### src/logic/awc_cfg.svh
// Purpose: Constants for the always-on LIN wakeup configuration bank
// Assumes: Included by the package and by the bank module
// Notes:   Offsets are byte addresses on the register bus
`ifndef AWC_CFG_SVH
`define AWC_CFG_SVH

// Bus shape
`define AWC_ADDR_W          32
`define AWC_DATA_W          32
`define AWC_STRB_W          4
`define AWC_RESP_OKAY       2'h0
`define AWC_RESP_SLVERR     2'h2

// Register offsets
`define AWC_OFS_SCRATCH     32'h50015000
`define AWC_OFS_GATE        32'h50015004
`define AWC_OFS_FILTER      32'h50015008
`define AWC_OFS_WAKEUP      32'h5001500C
`define AWC_OFS_PIN         32'h50015010
`define AWC_OFS_UPDATE      32'h50015014

// Access gate fields
`define AWC_GATE_LOCK_BIT   31
`define AWC_GATE_STAT_BIT   4
`define AWC_ACCESS_KEY      4'hB

// Filter fields
`define AWC_FLT_RISE_LSB    12
`define AWC_FLT_FALL_LSB    8
`define AWC_FLT_HRST_BIT    0
`define AWC_RISE_THR_RST    4'h0
`define AWC_FALL_THR_RST    4'h1

// Wakeup control fields
`define AWC_WUP_FLAG_BIT    11
`define AWC_WUP_RLS_BIT     10
`define AWC_WUP_IDLE_LSB    8
`define AWC_WUP_THR_LSB     2
`define AWC_WUP_THR_RST     6'h24
`define AWC_IDLE_SEL_RST    2'h0

// Pin control fields
`define AWC_PIN_TP_LSB      24
`define AWC_PIN_SLEW_LSB    16
`define AWC_PIN_DUTY_LSB    13
`define AWC_PIN_BIAS_LSB    10
`define AWC_PIN_RXDLY_LSB   8
`define AWC_PIN_PUOFF_BIT   6
`define AWC_PIN_RXEN_BIT    1
`define AWC_PIN_PUEN_BIT    0
`define AWC_TP_SEL_RST      4'h0
`define AWC_SLEW_RST        4'h4
`define AWC_DUTY_RST        3'h5
`define AWC_BIAS_RST        3'h4
`define AWC_RXDLY_RST       2'h0

// Update strobe field
`define AWC_UPD_BIT         0

// Timing: dominant timeout, least figure of its window
`define AWC_DOM_TIMEOUT_MS  4000
`define AWC_CLK_MHZ         250

// Idle limits in prescaled slow clock ticks, one per selection
`define AWC_IDLE_TICKS_0    24'h0F4240
`define AWC_IDLE_TICKS_1    24'h16E360
`define AWC_IDLE_TICKS_2    24'h1E8480
`define AWC_IDLE_TICKS_3    24'h2625A0

`endif

### src/logic/awc_pkg.sv
// Purpose: Types for the always-on LIN wakeup configuration bank
// Assumes: awc_cfg.svh supplies widths
// Notes:   Bus request and answer travel as packed structs
`default_nettype none
`include "awc_cfg.svh"

package awc_pkg;

  // Register bus request from the master
  typedef struct packed {
    logic                     awvalid;
    logic [`AWC_ADDR_W-1:0]   awaddr;
    logic                     wvalid;
    logic [`AWC_DATA_W-1:0]   wdata;
    logic [`AWC_STRB_W-1:0]   wstrb;
    logic                     bready;
    logic                     arvalid;
    logic [`AWC_ADDR_W-1:0]   araddr;
    logic                     rready;
  } awc_axil_req_t;

  // Register bus answer to the master
  typedef struct packed {
    logic                     awready;
    logic                     wready;
    logic                     bvalid;
    logic [1:0]               bresp;
    logic                     arready;
    logic                     rvalid;
    logic [`AWC_DATA_W-1:0]   rdata;
    logic [1:0]               rresp;
  } awc_axil_rsp_t;

  // Whole state of the bank
  typedef struct packed {
    awc_axil_rsp_t            rsp;
    logic                     aw_held;
    logic                     w_held;
    logic [`AWC_ADDR_W-1:0]   waddr;
    logic [`AWC_DATA_W-1:0]   wdata;
    logic [`AWC_STRB_W-1:0]   wstrb;
    logic [7:0]               scratch;
    logic                     lock;
    logic [3:0]               key;
    logic                     access;
    logic [3:0]               rise_thr;
    logic [3:0]               fall_thr;
    logic                     hrst_en;
    logic                     rls_wup_en;
    logic [1:0]               idle_sel;
    logic [5:0]               wup_thr;
    logic [1:0]               idle_sel_act;
    logic [5:0]               wup_thr_act;
    logic [3:0]               tp_sel;
    logic [3:0]               slew;
    logic [2:0]               duty;
    logic [2:0]               bias;
    logic [1:0]               rxdly;
    logic                     puoff;
    logic                     rx_en;
    logic                     pu_en;
    logic                     rx_f;
    logic [3:0]               flt_cnt;
    logic                     flag;
    logic [29:0]              dom_cnt;
    logic [6:0]               wup_cnt;
    logic [23:0]              idle_cnt;
    logic                     idle;
    logic                     wakeup;
    logic                     pu_on;
    logic [3:0]               tp_route;
  } awc_state_t;

endpackage : awc_pkg
`default_nettype wire

### src/logic/awc_bank.sv
// Purpose: Always-on LIN slave wakeup and pin configuration bank
// Assumes: AXI4-Lite slave; bus line, slow clock ticks synchronous to aclk
// Notes:   por_n resets only the retained fields; aresetn spares retained fields
`timescale 1ns/10ps
`default_nettype none
`include "awc_cfg.svh"

// Functional notes
// - Eight-bit scratch byte cleared only by power-on reset, kept through other resets.
// - Writing key 0xB enables protected access; any other key value disables it.
// - Status bit 4 of the gate reads one while protected access is enabled.
// - Lock bit is set-only; once set the key field can no longer change.
// - Filter, wakeup and pin writes take effect only while protected access is enabled.
// - Filter accepts rise after high persists rise-threshold slow ticks; resets to zero.
// - Filter accepts fall after low persists fall-threshold slow ticks; resets to one.
// - With its enable set, a high bus line resets the filter at once.
// - In hardware mode, long dominant bus sets stuck flag; any transition clears it.
// - While the stuck flag and the cut-off enable are both set, the bus pull-up is switched off.
// - Cut-off enable resets to one, only by power-on; pull-up returns with activity.
// - With release wakeup enabled, dominant release after stuck flag raises wakeup.
// - Wakeup when dominant pulse exceeds six-bit threshold prescaled ticks; resets to 0x24.
// - Without core hibernate keep, threshold and inactivity apply only after update strobe.
// - Two-bit inactivity selection, reset zero, sets the idle detection period.
// - Receive enable resets to zero, pull-up enable resets to one.
// - One-hot four-bit test point select routes one transmitter point; resets zero.
// - Four-bit slew select resets to 0x4; all ones selects fast slew.
// - Three-bit duty adjust resets to 0x5, nominal fifty percent.
// - Pull-down bias resets to 0x4; receive delay select resets to zero.
module awc_bank
  import awc_pkg::*;
#(
  parameter int unsigned DOM_TIMEOUT_CYCLES = `AWC_DOM_TIMEOUT_MS * 1000 * `AWC_CLK_MHZ
) (
  // Clock, resets, enable
  input  wire logic          aclk,
  input  wire logic          aresetn,
  input  wire logic          por_n,
  input  wire logic          ce,
  // Register bus
  input  wire awc_axil_req_t axil_req,
  output var  awc_axil_rsp_t axil_rsp,
  // Bus line and slow clock ticks
  input  wire logic          rxd_raw,
  input  wire logic          lf_tick,
  input  wire logic          presc_tick,
  input  wire logic          lin_hw_mode,
  input  wire logic          core_domain_hibernate_keep,
  // Transceiver controls and status
  output logic               bus_pullup_on,
  output logic               bus_receive_enable,
  output logic [3:0]         tx_testpoint_route,
  output logic [3:0]         tx_slew_select,
  output logic [2:0]         tx_duty_adjust,
  output logic [2:0]         tx_pulldown_bias,
  output logic [1:0]         rx_delay_select,
  output logic               rx_filtered,
  output logic               dominant_stuck_flag,
  output logic               bus_wakeup,
  output logic               bus_idle,
  output logic               cfg_access_enabled
);

  awc_state_t              st;
  awc_state_t              next_st;
  logic [`AWC_DATA_W-1:0]  wmask;

  // Byte enables widened to a bit mask
  genvar gb;
  generate
    for (gb = 0; gb < `AWC_STRB_W; gb++) begin : g_mask
      assign wmask[gb*8 +: 8] = {8{st.wstrb[gb]}};
    end
  endgenerate

  // Register read view
  function automatic logic [`AWC_DATA_W-1:0] read_word(input awc_state_t s,
                                                        input logic [`AWC_ADDR_W-1:0] a);
    logic [`AWC_DATA_W-1:0] d;
    d = '0;
    case (a)
      `AWC_OFS_SCRATCH: d[7:0] = s.scratch;
      `AWC_OFS_GATE: begin
        d[`AWC_GATE_LOCK_BIT]  = s.lock;
        d[`AWC_GATE_STAT_BIT]  = (s.key == `AWC_ACCESS_KEY);
        d[3:0]                 = s.key;
      end
      `AWC_OFS_FILTER: begin
        d[`AWC_FLT_RISE_LSB +: 4] = s.rise_thr;
        d[`AWC_FLT_FALL_LSB +: 4] = s.fall_thr;
        d[`AWC_FLT_HRST_BIT]      = s.hrst_en;
      end
      `AWC_OFS_WAKEUP: begin
        d[`AWC_WUP_FLAG_BIT]      = s.flag;
        d[`AWC_WUP_RLS_BIT]       = s.rls_wup_en;
        d[`AWC_WUP_IDLE_LSB +: 2] = s.idle_sel;
        d[`AWC_WUP_THR_LSB +: 6]  = s.wup_thr;
      end
      `AWC_OFS_PIN: begin
        d[`AWC_PIN_TP_LSB +: 4]    = s.tp_sel;
        d[`AWC_PIN_SLEW_LSB +: 4]  = s.slew;
        d[`AWC_PIN_DUTY_LSB +: 3]  = s.duty;
        d[`AWC_PIN_BIAS_LSB +: 3]  = s.bias;
        d[`AWC_PIN_RXDLY_LSB +: 2] = s.rxdly;
        d[`AWC_PIN_PUOFF_BIT]      = s.puoff;
        d[`AWC_PIN_RXEN_BIT]       = s.rx_en;
        d[`AWC_PIN_PUEN_BIT]       = s.pu_en;
      end
      default: d = '0;
    endcase
    return d;
  endfunction : read_word

  // Address is one of the mapped words
  function automatic logic mapped(input logic [`AWC_ADDR_W-1:0] a);
    return (a == `AWC_OFS_SCRATCH) || (a == `AWC_OFS_GATE) || (a == `AWC_OFS_FILTER) ||
           (a == `AWC_OFS_WAKEUP) || (a == `AWC_OFS_PIN) || (a == `AWC_OFS_UPDATE);
  endfunction : mapped

  // Idle limit for a selection
  function automatic logic [23:0] idle_limit(input logic [1:0] sel);
    logic [23:0] lim;
    case (sel)
      2'h0:    lim = `AWC_IDLE_TICKS_0;
      2'h1:    lim = `AWC_IDLE_TICKS_1;
      2'h2:    lim = `AWC_IDLE_TICKS_2;
      default: lim = `AWC_IDLE_TICKS_3;
    endcase
    return lim;
  endfunction : idle_limit

  // Next state of the whole bank
  always_comb begin
    logic [`AWC_DATA_W-1:0] merged;
    logic                   access_en;
    logic [3:0]             thr;
    logic                   rise;
    logic                   edge_seen;
    merged    = '0;
    access_en = (st.key == `AWC_ACCESS_KEY);
    thr       = '0;
    rise      = 1'b0;
    edge_seen = 1'b0;
    next_st   = st;
    if (ce && aresetn) begin
      // Write address and data channels, taken in either order
      if (axil_req.awvalid && st.rsp.awready) begin
        next_st.aw_held = 1'b1;
        next_st.waddr   = axil_req.awaddr;
      end
      if (axil_req.wvalid && st.rsp.wready) begin
        next_st.w_held = 1'b1;
        next_st.wdata  = axil_req.wdata;
        next_st.wstrb  = axil_req.wstrb;
      end
      if (st.rsp.bvalid && axil_req.bready) begin
        next_st.rsp.bvalid = 1'b0;
      end
      // Perform the write once both halves are held
      if (st.aw_held && st.w_held && !st.rsp.bvalid) begin
        merged = (read_word(st, st.waddr) & ~wmask) | (st.wdata & wmask);
        next_st.aw_held   = 1'b0;
        next_st.w_held    = 1'b0;
        next_st.rsp.bvalid = 1'b1;
        next_st.rsp.bresp  = mapped(st.waddr) ? `AWC_RESP_OKAY : `AWC_RESP_SLVERR;
        case (st.waddr)
          `AWC_OFS_SCRATCH: next_st.scratch = merged[7:0];
          `AWC_OFS_GATE: begin
            if (!st.lock) begin
              next_st.key = merged[3:0];
            end
            next_st.lock = st.lock | merged[`AWC_GATE_LOCK_BIT];
          end
          `AWC_OFS_FILTER: begin
            if (access_en) begin
              next_st.rise_thr = merged[`AWC_FLT_RISE_LSB +: 4];
              next_st.fall_thr = merged[`AWC_FLT_FALL_LSB +: 4];
              next_st.hrst_en  = merged[`AWC_FLT_HRST_BIT];
            end
          end
          `AWC_OFS_WAKEUP: begin
            if (access_en) begin
              next_st.rls_wup_en = merged[`AWC_WUP_RLS_BIT];
              next_st.idle_sel   = merged[`AWC_WUP_IDLE_LSB +: 2];
              next_st.wup_thr    = merged[`AWC_WUP_THR_LSB +: 6];
            end
          end
          `AWC_OFS_PIN: begin
            if (access_en) begin
              next_st.tp_sel = merged[`AWC_PIN_TP_LSB +: 4];
              next_st.slew   = merged[`AWC_PIN_SLEW_LSB +: 4];
              next_st.duty   = merged[`AWC_PIN_DUTY_LSB +: 3];
              next_st.bias   = merged[`AWC_PIN_BIAS_LSB +: 3];
              next_st.rxdly  = merged[`AWC_PIN_RXDLY_LSB +: 2];
              next_st.puoff  = merged[`AWC_PIN_PUOFF_BIT];
              next_st.rx_en  = merged[`AWC_PIN_RXEN_BIT];
              next_st.pu_en  = merged[`AWC_PIN_PUEN_BIT];
            end
          end
          `AWC_OFS_UPDATE: begin
            if (merged[`AWC_UPD_BIT] && !core_domain_hibernate_keep) begin
              next_st.wup_thr_act  = st.wup_thr;
              next_st.idle_sel_act = st.idle_sel;
            end
          end
          default: next_st.rsp.bresp = `AWC_RESP_SLVERR;
        endcase
      end
      // With the core kept alive, settings apply directly
      if (core_domain_hibernate_keep) begin
        next_st.wup_thr_act  = next_st.wup_thr;
        next_st.idle_sel_act = next_st.idle_sel;
      end
      // Read channel
      if (st.rsp.rvalid && axil_req.rready) begin
        next_st.rsp.rvalid = 1'b0;
      end
      if (axil_req.arvalid && st.rsp.arready) begin
        next_st.rsp.rvalid = 1'b1;
        next_st.rsp.rdata  = read_word(st, axil_req.araddr);
        next_st.rsp.rresp  = mapped(axil_req.araddr) ? `AWC_RESP_OKAY : `AWC_RESP_SLVERR;
      end
      next_st.rsp.awready = !next_st.aw_held && !next_st.rsp.bvalid;
      next_st.rsp.wready  = !next_st.w_held && !next_st.rsp.bvalid;
      next_st.rsp.arready = !next_st.rsp.rvalid;

      // Sleep-mode glitch filter on the received line
      if (st.hrst_en && rxd_raw) begin
        next_st.rx_f    = 1'b1;
        next_st.flt_cnt = '0;
      end else if (lf_tick) begin
        if (rxd_raw != st.rx_f) begin
          thr = rxd_raw ? st.rise_thr : st.fall_thr;
          if (st.flt_cnt >= thr) begin
            next_st.rx_f    = rxd_raw;
            next_st.flt_cnt = '0;
          end else begin
            next_st.flt_cnt = st.flt_cnt + 4'h1;
          end
        end else begin
          next_st.flt_cnt = '0;
        end
      end
      rise      = next_st.rx_f && !st.rx_f;
      edge_seen = next_st.rx_f != st.rx_f;

      // Dominant stuck detection
      next_st.wakeup = 1'b0;
      if (edge_seen) begin
        next_st.flag    = 1'b0;
        next_st.dom_cnt = '0;
        if (rise && st.flag && st.rls_wup_en) begin
          next_st.wakeup = 1'b1;
        end
      end else if (st.rx_f || !lin_hw_mode) begin
        next_st.dom_cnt = '0;
      end else if (!st.flag) begin
        if (st.dom_cnt == 30'(DOM_TIMEOUT_CYCLES - 1)) begin
          next_st.flag = 1'b1;
        end else begin
          next_st.dom_cnt = st.dom_cnt + 30'h1;
        end
      end

      // Wakeup pulse width measured in prescaled ticks
      if (rise) begin
        if (st.wup_cnt > {1'b0, st.wup_thr_act}) begin
          next_st.wakeup = 1'b1;
        end
        next_st.wup_cnt = '0;
      end else if (!st.rx_f && presc_tick && st.wup_cnt != 7'h7F) begin
        next_st.wup_cnt = st.wup_cnt + 7'h1;
      end

      // Bus inactivity detection
      if (!next_st.rx_f) begin
        next_st.idle_cnt = '0;
        next_st.idle     = 1'b0;
      end else if (presc_tick && !st.idle) begin
        if (st.idle_cnt + 24'h1 >= idle_limit(st.idle_sel_act)) begin
          next_st.idle = 1'b1;
        end
        next_st.idle_cnt = st.idle_cnt + 24'h1;
      end

      // Registered transceiver controls
      next_st.pu_on    = next_st.pu_en && !(next_st.flag && next_st.puoff);
      next_st.tp_route = $onehot(next_st.tp_sel) ? next_st.tp_sel : 4'h0;
    end

    // Hard or soft reset spares retained fields
    if (!aresetn) begin
      next_st.rsp          = '0;
      next_st.aw_held      = 1'b0;
      next_st.w_held       = 1'b0;
      next_st.waddr        = '0;
      next_st.wdata        = '0;
      next_st.wstrb        = '0;
      next_st.rise_thr     = `AWC_RISE_THR_RST;
      next_st.fall_thr     = `AWC_FALL_THR_RST;
      next_st.hrst_en      = 1'b0;
      next_st.rls_wup_en   = 1'b0;
      next_st.idle_sel     = `AWC_IDLE_SEL_RST;
      next_st.wup_thr      = `AWC_WUP_THR_RST;
      next_st.idle_sel_act = `AWC_IDLE_SEL_RST;
      next_st.wup_thr_act  = `AWC_WUP_THR_RST;
      next_st.tp_sel       = `AWC_TP_SEL_RST;
      next_st.slew         = `AWC_SLEW_RST;
      next_st.duty         = `AWC_DUTY_RST;
      next_st.bias         = `AWC_BIAS_RST;
      next_st.rxdly        = `AWC_RXDLY_RST;
      next_st.rx_en        = 1'b0;
      next_st.pu_en        = 1'b1;
      next_st.rx_f         = 1'b1;
      next_st.flt_cnt      = '0;
      next_st.flag         = 1'b0;
      next_st.dom_cnt      = '0;
      next_st.wup_cnt      = '0;
      next_st.idle_cnt     = '0;
      next_st.idle         = 1'b0;
      next_st.wakeup       = 1'b0;
      next_st.pu_on        = 1'b1;
      next_st.tp_route     = 4'h0;
    end
    // Power-on resets only the retained fields: scratch, lock, key, cut-off enable
    if (!por_n) begin
      next_st.scratch      = 8'h00;
      next_st.lock         = 1'b0;
      next_st.key          = 4'h0;
      next_st.puoff        = 1'b1;
    end
    next_st.access         = (next_st.key == `AWC_ACCESS_KEY);
  end

  // State register
  always_ff @(posedge aclk) begin
    st <= next_st;
  end

  // Outputs straight from state flops
  assign axil_rsp            = st.rsp;
  assign bus_pullup_on       = st.pu_on;
  assign bus_receive_enable  = st.rx_en;
  assign tx_testpoint_route  = st.tp_route;
  assign tx_slew_select      = st.slew;
  assign tx_duty_adjust      = st.duty;
  assign tx_pulldown_bias    = st.bias;
  assign rx_delay_select     = st.rxdly;
  assign rx_filtered         = st.rx_f;
  assign dominant_stuck_flag = st.flag;
  assign bus_wakeup          = st.wakeup;
  assign bus_idle            = st.idle;
  assign cfg_access_enabled  = st.access;

  // Scratch survives hard reset
  chk_scratch_kept: assert property (@(posedge aclk) disable iff (!por_n)
    !aresetn |=> $stable(st.scratch)) else $error("scratch lost on hard reset");

  // Lock never drops without power-on
  chk_lock_sticky: assert property (@(posedge aclk) disable iff (!por_n)
    st.lock |=> st.lock) else $error("lock cleared by software");

  // Key frozen under lock
  chk_key_frozen: assert property (@(posedge aclk) disable iff (!por_n)
    st.lock |=> $stable(st.key)) else $error("key changed while locked");

  // Filter writes dropped without the key
  chk_protect_gate: assert property (@(posedge aclk) disable iff (!por_n || !aresetn)
    (ce && st.aw_held && st.w_held && !st.rsp.bvalid && st.key != `AWC_ACCESS_KEY &&
     st.waddr == `AWC_OFS_FILTER) |=> $stable(st.rise_thr) && $stable(st.hrst_en))
    else $error("filter write applied while gated");

  // Fall accepted only after low persisted
  chk_fall_filter: assert property (@(posedge aclk) disable iff (!por_n || !aresetn)
    $fell(st.rx_f) |-> $past(!rxd_raw && lf_tick && st.flt_cnt >= st.fall_thr))
    else $error("fall accepted early");

  // High line resets the filter
  chk_high_reset: assert property (@(posedge aclk) disable iff (!por_n || !aresetn)
    (ce && st.hrst_en && rxd_raw) |=> st.rx_f && st.flt_cnt == 4'h0)
    else $error("filter not reset by high line");

  // Stuck flag drops on a transition
  chk_flag_clear: assert property (@(posedge aclk) disable iff (!por_n || !aresetn)
    (st.flag && $changed(st.rx_f)) |-> !st.flag) else $error("flag kept after transition");

  // Pull-up cut while stuck
  chk_pullup_cut: assert property (@(posedge aclk) disable iff (!por_n || !aresetn)
    (ce && st.flag && st.puoff) ##1 (st.flag && st.puoff) |-> !bus_pullup_on)
    else $error("pull-up on while stuck");

  // Release after stuck raises a wakeup
  chk_release_wake: assert property (@(posedge aclk) disable iff (!por_n || !aresetn)
    (st.flag && st.rls_wup_en && $rose(st.rx_f)) or ($past(st.flag && st.rls_wup_en) &&
     $rose(st.rx_f)) |-> bus_wakeup) else $error("no wakeup on release");

  // Applied threshold waits for the strobe
  chk_update_hold: assert property (@(posedge aclk) disable iff (!por_n || !aresetn)
    (!core_domain_hibernate_keep && !(st.aw_held && st.w_held && st.waddr == `AWC_OFS_UPDATE))
    |=> $stable(st.wup_thr_act)) else $error("threshold applied without strobe");

endmodule : awc_bank
`default_nettype wire

### config.mk
export PLATFORM = sky130hd
export DESIGN_NAME = awc_bank
export DESIGN_NICKNAME = d
export VERILOG_FILES = /design/src/logic/awc_pkg.sv /design/src/logic/awc_bank.sv
export VERILOG_INCLUDE_DIRS = /design/src /design/src/logic
export SDC_FILE = /design/constraint.sdc
export NUM_CORES = 1
export LEC_CHECK = 0
export BUFFER_PORTS_ARGS = -buffer_cell sky130_fd_sc_hd__buf_2
export CORE_MARGIN = 4
export CORE_UTILIZATION = 54
export CTS_CLUSTER_DIAMETER = 200
export CTS_CLUSTER_SIZE = 20
export DETAILED_ROUTE_END_ITERATION = 12
export GPL_TIMING_DRIVEN = 0
export PLACE_DENSITY = 0.84
export REMOVE_ABC_BUFFERS = 1
export SKIP_CTS_REPAIR_TIMING = 1
export SLEW_MARGIN = 20
export SYNTH_ARGS = -nofsm -noshare
export SYNTH_HDL_FRONTEND = slang
export SYNTH_SLANG_ARGS = --single-unit
### constraint.sdc
create_clock -name aclk -period 8.9 [get_ports aclk]
set_input_delay 1.335 -clock aclk [delete_from_list [all_inputs] [get_ports aclk]]
set_output_delay 1.335 -clock aclk [all_outputs]
set_load 0.01 [all_outputs]
==> out/metrics.yaml <==
htree_levels: 1
crit_path_end_kind: "flop"
r2r_slack_ns: 4.11
clk_latency_ns: 0.48
power.leakage_nw: 4.95
async_reset_ff_share_pct: 0
hp-class: "flop to flop"
row_count: 53
final_cell_mix: "nand2_1, dfxtp_1, buf_2"
path_class: "input pin to flop"
ys.flop_type: "dfxtp_1"
yosys.area.top_type: "dfxtp_1"
antennaDiodeCount: 0
wire_per_inst_um: 17.5
ir_drop_uv: 158
cts_buffer_depth: 3
io_buffers: 161
viasPerCell: 6.00
yosys_warnings: 0
place_area_sq_mm: 0.0125
die-area_sq_mm: 0.0244
switchingPower_w: 0.000443
gp_congestion: 0.927
fp.coreArea_sq_mm: 0.0213
nNetsFinal: 1689
layout_setup_ws_ns: 3.81
critPathMaxStageDelay_ns: 0.65
hpwl_mm: 22.7
syn_area_sq_mm: 0.0119
worstPathMaxFanout: 19
setup_violations: 0
sw_frac_of_total_pct: 24.2
drc: 0
synthTopCellsByArea: "dfxtp_1, nand2_1, o21ai_0"
grt_pass1_wl_mm: 51.3
clock_power_share_pct: 35.4
p_seq_share_pct: 57.1
p_per_area_mw_per_mm2: 143
status: "finished clean"
ys_seq_area_share_pct: 38.5
grt_usage_pct: 25.1
path_buf_inv: 2
rsz0062_at_grt: "false"
clk_pin_slew_worst_paths_ns: 0.08
cp.required_ns: 9.27
worst_pin_slew_ns: 1.03
final.period_utilization_pct: 57.1
post-route-min-period_ns: 5.09
place_ws_ns: 3.39
fin_tns_setup_ns: 0
drv_cap: 0
tritoncts: "built"
synth_edf_count: 0
die_x_um: 156
mostFrequentLayoutCell: "nand2_1"
drt_iter0_drc: 931
whs_ns: 0.449
io_pins: 178
path_delay_family: "simple AND/OR/NAND/NOR gates"
areaGrowthSynthToFinish_pct: 8.37
final_antenna_net_count: 0
path_cells: "buf_2, mux2_2, ha_1, nor2b_1, o21ai_0, a31o_2, and3_1, inv_1, ha_1, and3_1, a21oi_1, and3_1, xnor2_1, nor2_1"
drv_slew: 0
start_util_pct: 55.7
final_util_pct: 60.4
clock-sinks: 228
die_h_um: 156
dr.pass1.iters: 6
cts.root.buffer_cell: "clkbuf_16"
pwr-share-comb_pct: 7.5
synth_cells: 1483
grt_pass1_vias: 10500
ys_seq_elements: 228
hold_violations: 0
skew_ns: 0.0214
fillCellCount: 1803
relSlewSlack_pct: 31.1
synth_cell_types: 75
crit_top_cell: "and3_1"
p_int_w: 0.00139
maxClockFrequency_ghz: 0.197
final_area_sq_mm: 0.0129
crit_path_start_kind: "input pin"
grt_overflow: 0
wirelength_mm: 31.7
drive_above_1_share_pct: 14.5
cp_slowest_cell: "and3_1"
avgSynthCellArea_sq_um: 8.00
antenna_found_initial: 0
route.vias.total: 10900
grt_max_degree: 74
arrival_ns: 5.45
synth_top_area_share_pct: 38.5
numCtsBuffers: 15
[cells in the mapped netlist, types with 12 or more instances]
master	number
a21oi_1	90
a22o_1	12
a22oi_1	17
and3_1	21
buf_4	59
clkbuf_1	72
dfxtp_1	228
ha_1	34
inv_1	39
mux2i_1	37
nand2_1	229
nand3_1	61
nand4_1	30
nor2_1	148
nor2b_1	15
nor3_1	27
nor4_1	21
o21ai_0	113
o31ai_1	15
xnor2_1	19
xor2_1	25
[cell type report]
type | instances | area, sq um | area share, %
multi-input cells | 1086 | 6450 | 50.2
flip-flops and latches | 228 | 4560 | 35.5
well taps | 275 | 344 | 2.68
inverters | 40 | 153 | 1.19
repair buffers | 169 | 945 | 7.35
clock inverters | 1 | 16.3 | 0.127
clock buffers | 15 | 375 | 2.92
[cells by family after synthesis]
kind of cell,Yosys count,share of synthesized area (%)
AO/OA/AOI/OAI,320,16.7
XOR/XNOR,44,3.25
adder cells (fa/ha/maj),35,3.76
buffers and inverters,177,7.61
flip-flops,228,38.5
multiplexers,47,4.07
other,1,0.0316
AND/OR/NAND/NOR,631,26.1
[registers in the layout, summed over array words and instances, names as in the netlist]
register             flops
rx_delay_select          2
bus_pullup_on            1
cfg_access_enabled       1
tx_testpoint_route       4
axil_rsp                32
st                     173
rx_filtered              1
bus_receive_enable       1
bus_idle                 1
tx_slew_select           4
tx_pulldown_bias         3
tx_duty_adjust           3
bus_wakeup               1
dominant_stuck_flag      1
[stage by stage]
step | power [W] | instances
4_1_cts | 0.00184 | 1814
2_1_floorplan | 0.00113 | 1354
3_3_place_gp | 0.00119 | 1790
5_1_grt | 0.00189 | 1814
6_report | 0.00183 | 1814
3_5_place_dp | 0.00120 | 1798
[power by group through the flow]
stage               registers [W]   logic, W  clock network [W]
floorplan                 0.00107  0.0000646                  0
finish                    0.00105   0.000137           0.000649
global placement          0.00107   0.000125                  0
CTS                       0.00105   0.000136           0.000663
detailed placement        0.00107   0.000135                  0
global route              0.00105   0.000152           0.000693
[worst reg2reg max path: cells and delay by family (launching register included)]
family	cells	cell delay, ns
AO/OA/AOI/OAI	1	0.27
buffers and inverters	1	0.11
flip-flops	1	0.33
multiplexers	1	0.42
AND/OR/NAND/NOR	6	2.62
adder cells (fa/ha/maj)	3	0.96
[final timing paths]
check	start	to	cells after the start
setup reg to reg	st[183]	tx_testpoint_route[0]	12
hold reg to reg	axil_rsp[19]	axil_rsp[19]	2
setup / recovery	rxd_raw	st[41]	14
hold / removal	axil_rsp[19]	axil_rsp[19]	2
[layer usage]
layer,GRT usage (%),vias up,share of wire (%),routed length [um]
met4,13.1,0,4.2,1320
met3,4.27,92,7.2,2290
met5,0,-,0,0
met2,41.4,468,47,14900
li1,-,5290,-,-
met1,31.5,5028,42,13200
No activity file was read; power rests on OpenSTA's default activity.
